[config.mk]
export PLATFORM = sky130hd
export DESIGN_NAME = lbpp_printer_flat
export DESIGN_NICKNAME = d
export VERILOG_FILES = /design/src/common/lbpp_pkg.sv /design/src/common/lbpp_if.sv /design/src/verilog/lbpp_printer.sv /design/src/flat_wrapper.sv
export VERILOG_INCLUDE_DIRS = /design/src /design/src/common
export SDC_FILE = /design/constraint.sdc
export NUM_CORES = 2
export LEC_CHECK = 0
export BUFFER_PORTS_ARGS = -buffer_cell sky130_fd_sc_hd__buf_2
export CORE_ASPECT_RATIO = 0.8
export CORE_MARGIN = 3
export CORE_UTILIZATION = 35
export DETAILED_ROUTE_END_ITERATION = 16
export HOLD_SLACK_MARGIN = 0.12
export PLACE_DENSITY_LB_ADDON = 0.25
export SLEW_MARGIN = 20
export SYNTH_ARGS = -nofsm -noshare
export SYNTH_HDL_FRONTEND = slang
export SYNTH_SLANG_ARGS = --single-unit
[constraint.sdc]
create_clock -name clk_sys -period 11.3 [get_ports clk_sys]
set_input_delay 0.565 -clock clk_sys [delete_from_list [all_inputs] [get_ports clk_sys]]
set_output_delay 0.565 -clock clk_sys [all_outputs]
set_load 0.05 [all_outputs]
[src/common/lbpp_defs.svh]
// Offsets, field positions and timing counts of the parallel line buffer port.
// Behaviour
// - Sender strobe lasts at least 0.5 us.
// - Data lines positive logic, high means one.
// - Data 6 or Data 7 set means printable.
// - Data 6 and 7 clear means control.
// - Accepted character answered by low acknowledge pulse.
// - Busy high whenever data cannot be received.
// - Paper-out output high while out of paper.
// - Online-select output high while selected online.
// - Free-running 125 kHz auxiliary clock output.
// - Low remote stop ends form or tab motion.
// - Fault output low while fault exists.
// - Line-count contact pulses once per line feed.
// - Strobes after acknowledge stored, spaced 11.5 us.
// - Gated strobe discards while busy, except offline.
// - Gated offline busy accepts, acts only on DC1.
// - Busy on 132 printables or terminator code.
// - Line busy clears on empty FIFO or print.
// - Busy at 249 stored, released at 121.
// - Busy on encoder error, paper-out or offline.
`ifndef LBPP_DEFS_SVH
`define LBPP_DEFS_SVH

`define LBPP_CLK_MHZ          125
`define LBPP_STROBE_NS        500
`define LBPP_INTERVAL_NS      11500
`define LBPP_ACK_NS           2000
`define LBPP_LINE_PULSE_NS    20000
`define LBPP_AUX_CLK_KHZ      125
`define LBPP_STROBE_CYCLES    ((`LBPP_STROBE_NS * `LBPP_CLK_MHZ + 999) / 1000)
`define LBPP_INTERVAL_CYCLES  ((`LBPP_INTERVAL_NS * `LBPP_CLK_MHZ + 999) / 1000)
`define LBPP_ACK_CYCLES       ((`LBPP_ACK_NS * `LBPP_CLK_MHZ + 999) / 1000)
`define LBPP_LINE_CYCLES      ((`LBPP_LINE_PULSE_NS * `LBPP_CLK_MHZ + 999) / 1000)
`define LBPP_AUX_HALF_CYCLES  ((`LBPP_CLK_MHZ * 1000) / (2 * `LBPP_AUX_CLK_KHZ))

`define LBPP_FIFO_DEPTH       9'h100
`define LBPP_LINE_CHARS       8'h84
`define LBPP_FULL_SET         9'hf9
`define LBPP_FULL_CLEAR       9'h79
`define LBPP_CODE_DEL         8'h7f
`define LBPP_CODE_LF          8'h0a
`define LBPP_CODE_VT          8'h0b
`define LBPP_CODE_FF          8'h0c
`define LBPP_CODE_CR          8'h0d
`define LBPP_CODE_DC1         8'h11

`define LBPP_DEV_CTRL         8'h00
`define LBPP_DEV_CMD          8'h04
`define LBPP_DEV_STATUS       8'h08
`define LBPP_DEV_FIFO         8'h0c
`define LBPP_DEV_IRQ_STATUS   8'h10
`define LBPP_DEV_IRQ_MASK     8'h14
`define LBPP_CTRL_GATED       0
`define LBPP_CTRL_ONLINE      1
`define LBPP_CTRL_PAPER_OUT   2
`define LBPP_CTRL_ENC_ERROR   3
`define LBPP_CTRL_FAULT       4
`define LBPP_CMD_PRINT_BEGIN  0
`define LBPP_CMD_LINE_FEED    1
`define LBPP_CMD_FORM_START   2
`define LBPP_DEV_IRQ_WIDTH    4

`define LBPP_HOST_TXDATA      8'h00
`define LBPP_HOST_CTRL        8'h04
`define LBPP_HOST_STATUS      8'h08
`define LBPP_HOST_IRQ_STATUS  8'h0c
`define LBPP_HOST_IRQ_MASK    8'h10
`define LBPP_HCTRL_WAIT_READY 0
`define LBPP_HCTRL_STOP       1
`define LBPP_HOST_IRQ_WIDTH   4

`endif

[src/common/lbpp_pkg.sv]
// Types shared by both ends of the parallel line buffer port.
package lbpp_pkg;
  typedef logic [7:0] lbpp_char_type;
  typedef enum logic [1:0] {
    HOST_IDLE,
    HOST_WAIT_READY,
    HOST_STROBE,
    HOST_SPACE
  } lbpp_host_state_type;
endpackage : lbpp_pkg

[src/common/lbpp_if.sv]
// Parallel cable between the sending host and the printer line buffer.
`timescale 1ns/1ps
interface lbpp_if;
  import lbpp_pkg::*;
  logic          strobeN;
  lbpp_char_type data;
  logic          ackN;
  logic          busy;
  logic          paperOut;
  logic          onlineSelect;
  logic          auxClockOut;
  logic          remoteMotionStopN;
  logic          faultN;
  logic          lineCount;

  modport printer (
    input  strobeN, data, remoteMotionStopN,
    output ackN, busy, paperOut, onlineSelect, auxClockOut, faultN, lineCount
  );
  modport host (
    output strobeN, data, remoteMotionStopN,
    input  ackN, busy, paperOut, onlineSelect, auxClockOut, faultN, lineCount
  );
endinterface : lbpp_if

[src/verilog/lbpp_printer.sv]
// Printer end: strobe capture, input FIFO, busy generation, status pins and APB registers.
`timescale 1ns/1ps
`include "lbpp_defs.svh"
module lbpp_printer (
  // System
  input  wire logic                clk_sys,
  input  wire logic                reset,
  // APB slave
  input  wire logic                psel,
  input  wire logic                penable,
  input  wire logic                pwrite,
  input  wire logic [7:0]          paddr,
  input  wire logic [31:0]         pwdata,
  output logic      [31:0]         prdata,
  output logic                     pready,
  output logic                     pslverr,
  // Interrupt
  output logic                     irq,
  // Cable
  lbpp_if.printer                  link
);
  import lbpp_pkg::*;

  localparam logic [9:0]  ACK_CYCLES  = 10'(`LBPP_ACK_CYCLES);
  localparam logic [11:0] LINE_CYCLES = 12'(`LBPP_LINE_CYCLES);
  localparam logic [9:0]  AUX_HALF    = 10'(`LBPP_AUX_HALF_CYCLES);

  ////////////////////////////////////////////////////////////////////////////
  logic                              strobeMeta, strobeSync, strobeLast;
  lbpp_char_type                     dataMeta, dataSync;
  logic                              stopMeta, stopSync;
  logic [4:0]                        ctrl;
  logic [`LBPP_DEV_IRQ_WIDTH-1:0]    irqStatus, irqMask, irqSet, irqClear;
  lbpp_char_type                     fifoMem [0:255];
  logic [7:0]                        wrPtr, rdPtr, printableCount;
  logic [8:0]                        fifoCount, next_fifoCount;
  logic                              lineBusy, fullBusy, formMotion, readValid;
  logic [9:0]                        ackTimer, auxTimer;
  logic [11:0]                       lineTimer;
  logic                              apbAccess, apbWrite, apbRead, cmdWrite;
  logic                              strobeEnd, offline, errBusy, busyNow, onlyOffline;
  logic                              discard, dc1Only, fifoRoom, accept, push, pop;
  logic                              printable, terminator, printBegin;

  // Cable inputs come from another device and are synchronised first.
  always_ff @(posedge clk_sys or posedge reset) begin
    if (reset) begin
      strobeMeta <= 1'b1;
      strobeSync <= 1'b1;
      strobeLast <= 1'b1;
      dataMeta   <= 8'h00;
      dataSync   <= 8'h00;
      stopMeta   <= 1'b1;
      stopSync   <= 1'b1;
    end else begin
      strobeMeta <= link.strobeN;
      strobeSync <= strobeMeta;
      strobeLast <= strobeSync;
      dataMeta   <= link.data;
      dataSync   <= dataMeta;
      stopMeta   <= link.remoteMotionStopN;
      stopSync   <= stopMeta;
    end
  end

  ////////////////////////////////////////////////////////////////////////////
  // Character classification and acceptance.
  // The character is taken at the trailing edge of the strobe, when the data is settled.
  assign strobeEnd   = strobeSync & ~strobeLast;
  assign printable   = dataSync[5] | dataSync[6];
  assign terminator  = (dataSync == `LBPP_CODE_DEL) || (dataSync == `LBPP_CODE_LF) ||
                       (dataSync == `LBPP_CODE_CR) || (dataSync == `LBPP_CODE_VT) ||
                       (dataSync == `LBPP_CODE_FF);
  assign offline     = ~ctrl[`LBPP_CTRL_ONLINE];
  assign errBusy     = ctrl[`LBPP_CTRL_ENC_ERROR] | ctrl[`LBPP_CTRL_PAPER_OUT];
  assign busyNow     = lineBusy | fullBusy | errBusy | offline;
  assign onlyOffline = offline & ~lineBusy & ~fullBusy & ~errBusy;
  assign discard     = ctrl[`LBPP_CTRL_GATED] & busyNow & ~onlyOffline;
  assign dc1Only     = ctrl[`LBPP_CTRL_GATED] & onlyOffline;
  assign fifoRoom    = fifoCount != `LBPP_FIFO_DEPTH;
  assign accept      = strobeEnd & ~discard & (dc1Only | fifoRoom);
  assign push        = accept & ~dc1Only;
  assign apbAccess   = psel & penable & pready;
  assign apbWrite    = apbAccess & pwrite;
  assign apbRead     = apbAccess & ~pwrite;
  assign cmdWrite    = apbWrite && paddr == `LBPP_DEV_CMD;
  assign printBegin  = cmdWrite & pwdata[`LBPP_CMD_PRINT_BEGIN];
  assign pop         = apbRead && paddr == `LBPP_DEV_FIFO && readValid;

  always_comb begin
    next_fifoCount = fifoCount;
    if (push && !pop) begin
      next_fifoCount = fifoCount + 9'h001;
    end else if (pop && !push) begin
      next_fifoCount = fifoCount - 9'h001;
    end
  end

  ////////////////////////////////////////////////////////////////////////////
  // Input FIFO.
  always_ff @(posedge clk_sys) begin
    if (push) begin
      fifoMem[wrPtr] <= dataSync;
    end
  end

  always_ff @(posedge clk_sys or posedge reset) begin
    if (reset) begin
      wrPtr     <= 8'h00;
      rdPtr     <= 8'h00;
      fifoCount <= 9'h000;
    end else begin
      wrPtr     <= push ? wrPtr + 8'h01 : wrPtr;
      rdPtr     <= pop ? rdPtr + 8'h01 : rdPtr;
      fifoCount <= next_fifoCount;
    end
  end

  ////////////////////////////////////////////////////////////////////////////
  // Busy conditions; a setting event wins over a clearing one in the same cycle.
  always_ff @(posedge clk_sys or posedge reset) begin
    if (reset) begin
      printableCount <= 8'h00;
      lineBusy       <= 1'b0;
    end else begin
      if (push && printable) begin
        printableCount <= printBegin ? 8'h01 : printableCount + 8'h01;
      end else if (printBegin) begin
        printableCount <= 8'h00;
      end
      if (push && (terminator || (printable && printableCount == `LBPP_LINE_CHARS - 8'h01))) begin
        lineBusy <= 1'b1;
      end else if (printBegin || (pop && next_fifoCount == 9'h000)) begin
        lineBusy <= 1'b0;
      end
    end
  end

  always_ff @(posedge clk_sys or posedge reset) begin
    if (reset) begin
      fullBusy <= 1'b0;
    end else if (next_fifoCount >= `LBPP_FULL_SET) begin
      fullBusy <= 1'b1;
    end else if (next_fifoCount <= `LBPP_FULL_CLEAR) begin
      fullBusy <= 1'b0;
    end
  end

  ////////////////////////////////////////////////////////////////////////////
  // Cable outputs.
  always_ff @(posedge clk_sys or posedge reset) begin
    if (reset) begin
      ackTimer          <= 10'h000;
      link.ackN         <= 1'b1;
      link.busy         <= 1'b1;
      link.paperOut     <= 1'b0;
      link.onlineSelect <= 1'b0;
      link.faultN       <= 1'b1;
    end else begin
      if (accept) begin
        ackTimer <= ACK_CYCLES;
      end else if (ackTimer != 10'h000) begin
        ackTimer <= ackTimer - 10'h001;
      end
      link.ackN         <= ~(accept || ackTimer > 10'h001);
      link.busy         <= busyNow;
      link.paperOut     <= ctrl[`LBPP_CTRL_PAPER_OUT];
      link.onlineSelect <= ctrl[`LBPP_CTRL_ONLINE];
      link.faultN       <= ~ctrl[`LBPP_CTRL_FAULT];
    end
  end

  // The auxiliary clock runs from reset regardless of link activity.
  always_ff @(posedge clk_sys or posedge reset) begin
    if (reset) begin
      auxTimer         <= 10'h000;
      link.auxClockOut <= 1'b0;
    end else if (auxTimer == AUX_HALF - 10'h001) begin
      auxTimer         <= 10'h000;
      link.auxClockOut <= ~link.auxClockOut;
    end else begin
      auxTimer <= auxTimer + 10'h001;
    end
  end

  always_ff @(posedge clk_sys or posedge reset) begin
    if (reset) begin
      lineTimer      <= 12'h000;
      link.lineCount <= 1'b0;
    end else begin
      if (cmdWrite && pwdata[`LBPP_CMD_LINE_FEED]) begin
        lineTimer <= LINE_CYCLES;
      end else if (lineTimer != 12'h000) begin
        lineTimer <= lineTimer - 12'h001;
      end
      link.lineCount <= (cmdWrite && pwdata[`LBPP_CMD_LINE_FEED]) || lineTimer > 12'h001;
    end
  end

  // The remote stop wins over a start written in the same cycle.
  always_ff @(posedge clk_sys or posedge reset) begin
    if (reset) begin
      formMotion <= 1'b0;
    end else if (!stopSync) begin
      formMotion <= 1'b0;
    end else if (cmdWrite && pwdata[`LBPP_CMD_FORM_START]) begin
      formMotion <= 1'b1;
    end
  end

  ////////////////////////////////////////////////////////////////////////////
  // Registers and interrupt.
  assign irqSet   = {strobeEnd & discard, formMotion & ~stopSync,
                     accept & dc1Only & (dataSync == `LBPP_CODE_DC1), push};
  assign irqClear = (apbWrite && paddr == `LBPP_DEV_IRQ_STATUS) ?
                    pwdata[`LBPP_DEV_IRQ_WIDTH-1:0] : '0;

  always_ff @(posedge clk_sys or posedge reset) begin
    if (reset) begin
      ctrl      <= 5'h02;
      irqMask   <= '0;
      irqStatus <= '0;
      irq       <= 1'b0;
    end else begin
      if (apbWrite && paddr == `LBPP_DEV_CTRL) begin
        ctrl <= pwdata[4:0];
      end
      if (apbWrite && paddr == `LBPP_DEV_IRQ_MASK) begin
        irqMask <= pwdata[`LBPP_DEV_IRQ_WIDTH-1:0];
      end
      irqStatus <= (irqStatus & ~irqClear) | irqSet;
      irq       <= |(irqStatus & irqMask);
    end
  end

  // Read data is prepared in the setup cycle, so every access takes exactly one access cycle.
  always_ff @(posedge clk_sys or posedge reset) begin
    if (reset) begin
      pready    <= 1'b0;
      pslverr   <= 1'b0;
      prdata    <= 32'h0000_0000;
      readValid <= 1'b0;
    end else begin
      pready <= psel & ~penable & ~pready;
      if (psel && !penable) begin
        readValid <= fifoCount != 9'h000;
        pslverr   <= 1'b0;
        prdata    <= 32'h0000_0000;
        unique case (paddr)
          `LBPP_DEV_CTRL:       prdata <= {27'h0, ctrl};
          `LBPP_DEV_CMD:        prdata <= 32'h0000_0000;
          `LBPP_DEV_STATUS:     prdata <= {15'h0, fifoCount, 1'b0, onlyOffline, errBusy, fullBusy,
                                           lineBusy, formMotion, fifoCount == 9'h000, busyNow};
          `LBPP_DEV_FIFO:       prdata <= {22'h0, fifoCount != 9'h000,
                                           fifoMem[rdPtr][5] | fifoMem[rdPtr][6], fifoMem[rdPtr]};
          `LBPP_DEV_IRQ_STATUS: prdata <= {28'h0, irqStatus};
          `LBPP_DEV_IRQ_MASK:   prdata <= {28'h0, irqMask};
          default:              pslverr <= 1'b1;
        endcase
      end
    end
  end
endmodule : lbpp_printer
[src/flat_wrapper.sv]
// flat-port wrapper written by rule: the top's interface ports become plain ports
module lbpp_printer_flat import lbpp_pkg::*;
  (clk_sys, reset, psel, penable, pwrite, paddr, pwdata, prdata, pready, pslverr, irq, link_strobeN, link_data, link_remoteMotionStopN, link_ackN, link_busy, link_paperOut, link_onlineSelect, link_auxClockOut, link_faultN, link_lineCount);
  lbpp_if link_i ();
  input  wire logic clk_sys;
  input  wire logic reset;
  input  wire logic psel;
  input  wire logic penable;
  input  wire logic pwrite;
  input  wire logic [7:0] paddr;
  input  wire logic [31:0] pwdata;
  output logic      [31:0] prdata;
  output logic pready;
  output logic pslverr;
  output logic irq;
  input wire logic [$bits(link_i.strobeN)-1:0] link_strobeN;
  input wire logic [$bits(link_i.data)-1:0] link_data;
  input wire logic [$bits(link_i.remoteMotionStopN)-1:0] link_remoteMotionStopN;
  output wire logic [$bits(link_i.ackN)-1:0] link_ackN;
  output wire logic [$bits(link_i.busy)-1:0] link_busy;
  output wire logic [$bits(link_i.paperOut)-1:0] link_paperOut;
  output wire logic [$bits(link_i.onlineSelect)-1:0] link_onlineSelect;
  output wire logic [$bits(link_i.auxClockOut)-1:0] link_auxClockOut;
  output wire logic [$bits(link_i.faultN)-1:0] link_faultN;
  output wire logic [$bits(link_i.lineCount)-1:0] link_lineCount;
  assign link_i.strobeN = link_strobeN;
  assign link_i.data = link_data;
  assign link_i.remoteMotionStopN = link_remoteMotionStopN;
  assign link_ackN = link_i.ackN;
  assign link_busy = link_i.busy;
  assign link_paperOut = link_i.paperOut;
  assign link_onlineSelect = link_i.onlineSelect;
  assign link_auxClockOut = link_i.auxClockOut;
  assign link_faultN = link_i.faultN;
  assign link_lineCount = link_i.lineCount;
  lbpp_printer u_core (.clk_sys(clk_sys), .reset(reset), .psel(psel), .penable(penable), .pwrite(pwrite), .paddr(paddr), .pwdata(pwdata), .prdata(prdata), .pready(pready), .pslverr(pslverr), .irq(irq), .link(link_i));
endmodule
; ---- After elaboration in Yosys (flattened, before gate mapping)
; Memory sizes are Yosys's and may differ from the RTL's.
; Cells that the tools add are included.
[word_totals]
ram_bits = 2048
out_inout_bits = 42
elab_cells = 167
ff_bits = 145
n_memories = 1
input_bits = 55
[memory_table]
columns = memory, depth, word_bits, rd, rd_clocked_by_memory_dff, write_ports, line
row1 = u_core.fifoMem, 256, 8, 1, 0, 1, lbpp_printer.sv:34  ; lbpp_char_type fifoMem [0:255];
[op_classes]
n_reduce_logical = 39
n_eq_ne = 15
magnitude_cmp = 4
n_mux = 21
n_addsub = 8
bitwise_logic = 47
[op_table]
columns = operator, count
row1 = 17-bit case mux with 5 select lines, 1
row2 = "8-bit by 4-bit == test with 1-bit output, second input constant", 6
row3 = 10-bit two-way mux, 3
row4 = "8-bit by 1-bit adder with 8-bit output, second input constant", 3
row5 = "8-bit by 5-bit == test with 1-bit output, second input constant", 3
row6 = 12-bit two-way mux, 2
row7 = 8-bit two-way mux, 3
row8 = 1-bit AND, 21
row9 = 9-bit logical NOT, 2
row10 = 9-bit two-way mux, 2
row11 = 1-bit logical AND, 15
row12 = 1-bit inverter, 15
row13 = "12-bit by 1-bit > comparator with 1-bit output, second input constant", 1
row14 = 12-bit nonzero test, 1
row15 = "12-bit by 1-bit subtractor with 12-bit output, second input constant", 1
row16 = "10-bit by 1-bit adder with 10-bit output, second input constant", 1
row17 = "10-bit by 9-bit == test with 1-bit output, second input constant", 1
row18 = "10-bit by 1-bit > comparator with 1-bit output, second input constant", 1
row19 = 10-bit nonzero test, 1
row20 = 2-bit nonzero test, 5
row21 = "10-bit by 1-bit subtractor with 10-bit output, second input constant", 1
row22 = "9-bit by 1-bit adder with 9-bit output, second input constant", 1
row23 = "9-bit by 8-bit greater-or-equal comparator with 1-bit output, second input constant", 1
row24 = "9-bit by 7-bit less-or-equal comparator with 1-bit output, second input constant", 1
row25 = 18 further kinds, 42

; ---- Depth between registers and ports, before layout
[depth]
depth_word = 19
ltp_mapped = 13
ltp_nobuf = 9

; ---- Worst setup path before layout
; OpenSTA, ideal clock, no wires.
[synth_path]
kind = register -> register
from = register u_core.dataSync[5]
to = register u_core.lineBusy
n_path_buf = 0
setup_ps = 122
path_slack_ps = 6805
required_time_ps = 11178
arrival_time_ps = 4374
path_stages_with_launch = 7
period_less_slack_ps = 4495
cell_sequence = dfrtp_1 or3_1 o22ai_1 o2bb2ai_1 nand3b_1 o41ai_1 a32o_1
[synth_via]
elab_chain_cells = 8
elab_cells_between_ends = 15
classes_between = eq/ne (5) / mux (1) / bitwise (1) / reduce/logical (8)
[synth_lines]
columns = item, line
row1 = from (decl), lbpp_printer.sv:30  ; lbpp_char_type dataMeta, dataSync;
row2 = from (signal assigned), lbpp_printer.sv:60  ; dataSync <= dataMeta;
row3 = 8-bit by 7-bit == test with 1-bit output (no line) or 8-bit by 4-bit == test with 1-bit output (tied branches), -
row4 = 1-bit logical OR (4 in series), lbpp_printer.sv:71  ; assign terminator = (dataSync == `LBPP_CODE_DEL) || (dataSync == `LBPP_CODE_LF) ||
row5 = 1-bit logical OR *, lbpp_printer.sv:131  ; if (push && (terminator || (printable && printableCount == `LBPP_LINE_CHARS - 8'h01))) begin
row6 = 1-bit logical AND *, lbpp_printer.sv:131
row7 = 1-bit two-way mux or 2-bit nonzero test (tied branches), -
row8 = to (signal assigned), lbpp_printer.sv:124  ; lineBusy <= 1'b0;
row9 = to (signal assigned), lbpp_printer.sv:132  ; lineBusy <= 1'b1;
row10 = to (signal assigned), lbpp_printer.sv:134  ; lineBusy <= 1'b0;
row11 = to (decl), lbpp_printer.sv:37  ; logic lineBusy, fullBusy, formMotion, readValid;
; Mark *: on every way between the ends. The rest lies on a longest branch, timed or not.
; A chain may end at the register's enable or synchronous reset.

; ---- Final worst setup path
[layout_path]
from = register u_core.rdPtr[1]
to = register u_core.prdata[8]
[layout_via]
elab_chain_cells = 3
[layout_lines]
columns = item, line
row1 = from (decl), lbpp_printer.sv:35  ; logic [7:0] wrPtr, rdPtr, printableCount;
row2 = from (signal assigned), lbpp_printer.sv:114  ; rdPtr <= pop ? rdPtr + 8'h01 : rdPtr;
row3 = memory read 256 x 8 bit, -
row4 = 1-bit OR, lbpp_printer.sv:255  ; fifoMem[rdPtr][5] | fifoMem[rdPtr][6], fifoMem[rdPtr]};
row5 = 17-bit case mux with 5 select lines, lbpp_printer.sv:249  ; unique case (paddr)
row6 = to (signal assigned), lbpp_printer.sv:250  ; `LBPP_DEV_CTRL: prdata <= {27'h0, ctrl};
row7 = to (signal assigned), lbpp_printer.sv:256  ; `LBPP_DEV_IRQ_STATUS: prdata <= {28'h0, irqStatus};
row8 = to (signal assigned), lbpp_printer.sv:257  ; `LBPP_DEV_IRQ_MASK: prdata <= {28'h0, irqMask};
row9 = to (decl), lbpp_printer.sv:14  ; output logic [31:0] prdata,
; Every way passes these cells.

==> impl_metrics.csv <==
group,metric,value,unit
worst_setup_path,cp_num_buf_inv,2,
die,rows,161,
synthesis,synth.distinct_cells,76,
synthesis,ys_top_cells_by_area,"edfxtp_1, mux4_2, dfrtp_1",
timing,setup_slack,6.09,ns
final_layout,num-nets-final,4386,
worst_setup_path,required,11.99,ns
synthesis,synth_flop_cell,"edfxtp_1",
final_layout,areaGrowthSynthToFinish,12.4,%
hold_path,min_path_type,"primary input to register",
timing,skew,0.0524,ns
synthesis,yosys_register_bits,2178,
global_routing,gr-total-overflow,0,
worst_setup_path,crit_path_top_delay_cell,"dfrtp_4",
route,wl_per_cell,30.0,um
global_routing,grt_pass1_wl,325000,um
timing,post-route-period-util,0.461,
synthesis,synth-edff-count,2048,
status,status,"finished clean",
final_layout,drive_gt1_frac,0.234,
clock_network,cts.sinks,2178,
pwr,p_per_area,170,nW/um^2
synthesis,synth_area_leader_cell,"edfxtp_1",
final_layout,final_cell_mix,"edfxtp_1, mux4_2, nor2_1",
route,viasPerCell,5.56,
placed_design,numPortBuffers,54,
die,start_util,0.354,
synthesis,postSynthCellCount,4169,
route,drt_pass1_iterations,6,
die,ioPinCount,97,
timing,min_period,5.21,ns
clock_network,post_cts_resized,0,
worst_setup_path,critPathMaxFanout,99,
route,routed_wl,230000,um
timing,setup-tns-final,0,ns
die,die_w,559,um
synthesis,netlist_area,85500,um^2
worst_setup_path,crit_type,"register to register",
die,core_area,242000,um^2
worst_setup_path,max_stage_delay,0.93,ns
synthesis,avgSynthCellArea,20.5,um^2
clock_network,clk_latency,0.86,ns
timing,final_max_slew_viol_count,0,
final_layout,nFillCells,21500,
clock_network,cts_max_level,4,
route,drtIter0Drc,5271,
job,cap_violations,0,
timing,max_freq,192,MHz
placed_design,place_hpwl,138000,um
route,drtAntennaViolNets,0,
synthesis,seq_area_frac_synth,0.758,
pwr,power_leakage,29.3,nW
die,fp.dieH,448,um
worst_setup_path,cp-end-kind,"register",
final_layout,final_common_cell,"edfxtp_1",
global_routing,grt_max_degree,173,
timing,hold_ws,0.223,ns
timing,rsz0062_at_grt,"false",
route,num_vias,42600,
global_routing,grt_antenna_before_repair,15,
final_layout,post-route-util,0.398,
global_routing,grt_pass1_vias,42000,
timing,setup_viol,0,
clock_network,numCtsBuffers,211,
clock_network,tritoncts,"yes",
placed_design,dp_slack,6.16,ns
die,dieArea,250000,um^2
synthesis,synth.top_cell.area_share,0.719,
synthesis,async_flop_share,0.0597,
clock_network,root_buffer,"clkbuf_16",
timing,relSlewSlack,0.240,
clock_network,clock_path_buffers,4,
clock_network,clk_pin_slew,0.06,ns
worst_setup_path,path_cells,"buf_4 > buf_12 > mux4_2 > mux2i_1 > o22ai_1 > nor3b_1 > o31a_1 > nand3_1",
worst_setup_path,startpoint_type,"register",
placed_design,gp_congestion,0.808,
timing,worst_slew_pin_slew,1.14,ns
timing,hold_viol,0,
route,drc_errors,0,
global_routing,grt_usage,0.181,
worst_setup_path,cp_data_arrival_time,5.90,ns
synthesis,ys_warn_count,0,
pwr,ir_worst_vdd,0.124,mV
worst_setup_path,path_delay_family,"buffers and inverters",
==> layout make-up <==
cell class	count	area [um^2]	area share
Inverter	18	80.1	0.000833
Sequential cell	2178	64800	0.674
Clock inverter	99	837	0.00871
Clock buffer	276	5690	0.0592
Timing Repair Buffer	165	1250	0.0130
Antenna cell	6	15.0	0.000156
Multi-Input combinational cell	1743	19500	0.202
Tap cell	3178	3980	0.0414
==> per-layer routing <==
| layer | global-route usage | part of all wire |
|---|---|---|
| met1 | 0.282 | 0.46 |
| met2 | 0.262 | 0.44 |
| met4 | 0.0396 | 0.021 |
| met5 | 0 | 0 |
| met3 | 0.0356 | 0.083 |
==> path summary, 6_finish.rpt <==
path / startpoint / endpoint / slack [ns] / cells past startpoint
max: u_core.rdPtr[1]$_DFFE_PP0P_ / u_core.prdata[8]$_DFFE_PP0P_ / 6.09 / 8
min: paddr[0] / u_core.rdPtr[1]$_DFFE_PP0P_ / 0.22 / 5
max reg2reg: u_core.rdPtr[1]$_DFFE_PP0P_ / u_core.prdata[8]$_DFFE_PP0P_ / 6.09 / 8
min reg2reg: u_core.dataMeta[3]$_DFF_PP0_ / u_core.dataSync[3]$_DFF_PP0_ / 0.35 / 0
max in group asynchronous: reset / u_core.rdPtr[1]$_DFFE_PP0P_ / 9.49 / 4
min in group asynchronous: reset / u_core.lineTimer[7]$_DFFE_PP0P_ / 0.36 / 3
==> logic make-up after synthesis <==
kind of cell / synth area share
flip-flops: 0.758
multiplexers: 0.162
AND/OR/NAND/NOR: 0.0355
AO/OA/AOI/OAI: 0.0208
buffers and inverters: 0.0169
XOR/XNOR: 0.00492
adder cells (fa/ha/maj): 0.00217
other: 0.0000439
==> what timing repair did <==
action	CTS	global route
hold endpoints to repair	94	0
setup buffers	0	0
hold buffers	18	0
==> flip-flops by register name, summed over array words and instances (netlist names), 4 cells and up <==
signal                 flops
u_core.irqStatus           4
u_core.dataMeta            8
u_core.ackTimer           10
u_core.fifoMem          2048
u_core.dataSync            8
u_core.lineTimer          12
u_core.rdPtr               8
u_core.auxTimer           10
u_core.fifoCount           9
u_core.ctrl                5
u_core.printableCount      8
u_core.wrPtr               8
u_core.prdata             17
u_core.irqMask             4
==> synth_stat cells, drive strengths merged, types with 6 or more instances <==
library cell / number
and3: 13
dfrtp: 121
o221ai: 7
a21oi: 46
xnor2: 28
o31ai: 10
nor2: 333
a31oi: 9
nand3: 63
clkbuf: 88
dfstp: 9
or3: 9
xor2: 20
mux2i: 147
and2: 8
nor3b: 7
mux2: 22
nand2: 161
nor3: 24
nand2b: 6
o22ai: 22
mux4: 539
nand4: 11
o21ai: 53
buf: 156
a22oi: 29
nor4: 17
a221oi: 15
inv: 17
edfxtp: 2048
ha: 14
a211oi: 12
o211ai: 15
nor2b: 26
==> tightest hold or removal path: cells and delay by family <==
| family | cells | cell delay, ns |
|---|---|---|
| AND/OR/NAND/NOR | 4 | 0.38 |
| buffers and inverters | 1 | 0.07 |
==> stage by stage <==
stage	std cells	cell area (um^2)	total power, W
6_report	7663	96100	0.0163
5_1_grt	7657	96100	0.0168
4_1_cts	7655	96100	0.0165
3_5_place_dp	7262	89300	0.00966
3_3_place_gp	7262	89300	0.00965
2_1_floorplan	4183	85500	0.00945
==> where the power goes <==
part | switching [W] | total, W | internal, W | leakage (nW)
Clock | 0.00303 | 0.00684 | 0.00381 | 3.19
Combinational | 0.000367 | 0.000485 | 0.000118 | 6.19
Sequential | 0.000103 | 0.00901 | 0.00891 | 19.9
Total | 0.00350 | 0.0163 | 0.0128 | 29.3
Note: power is estimated with default switching activity, not from simulation.
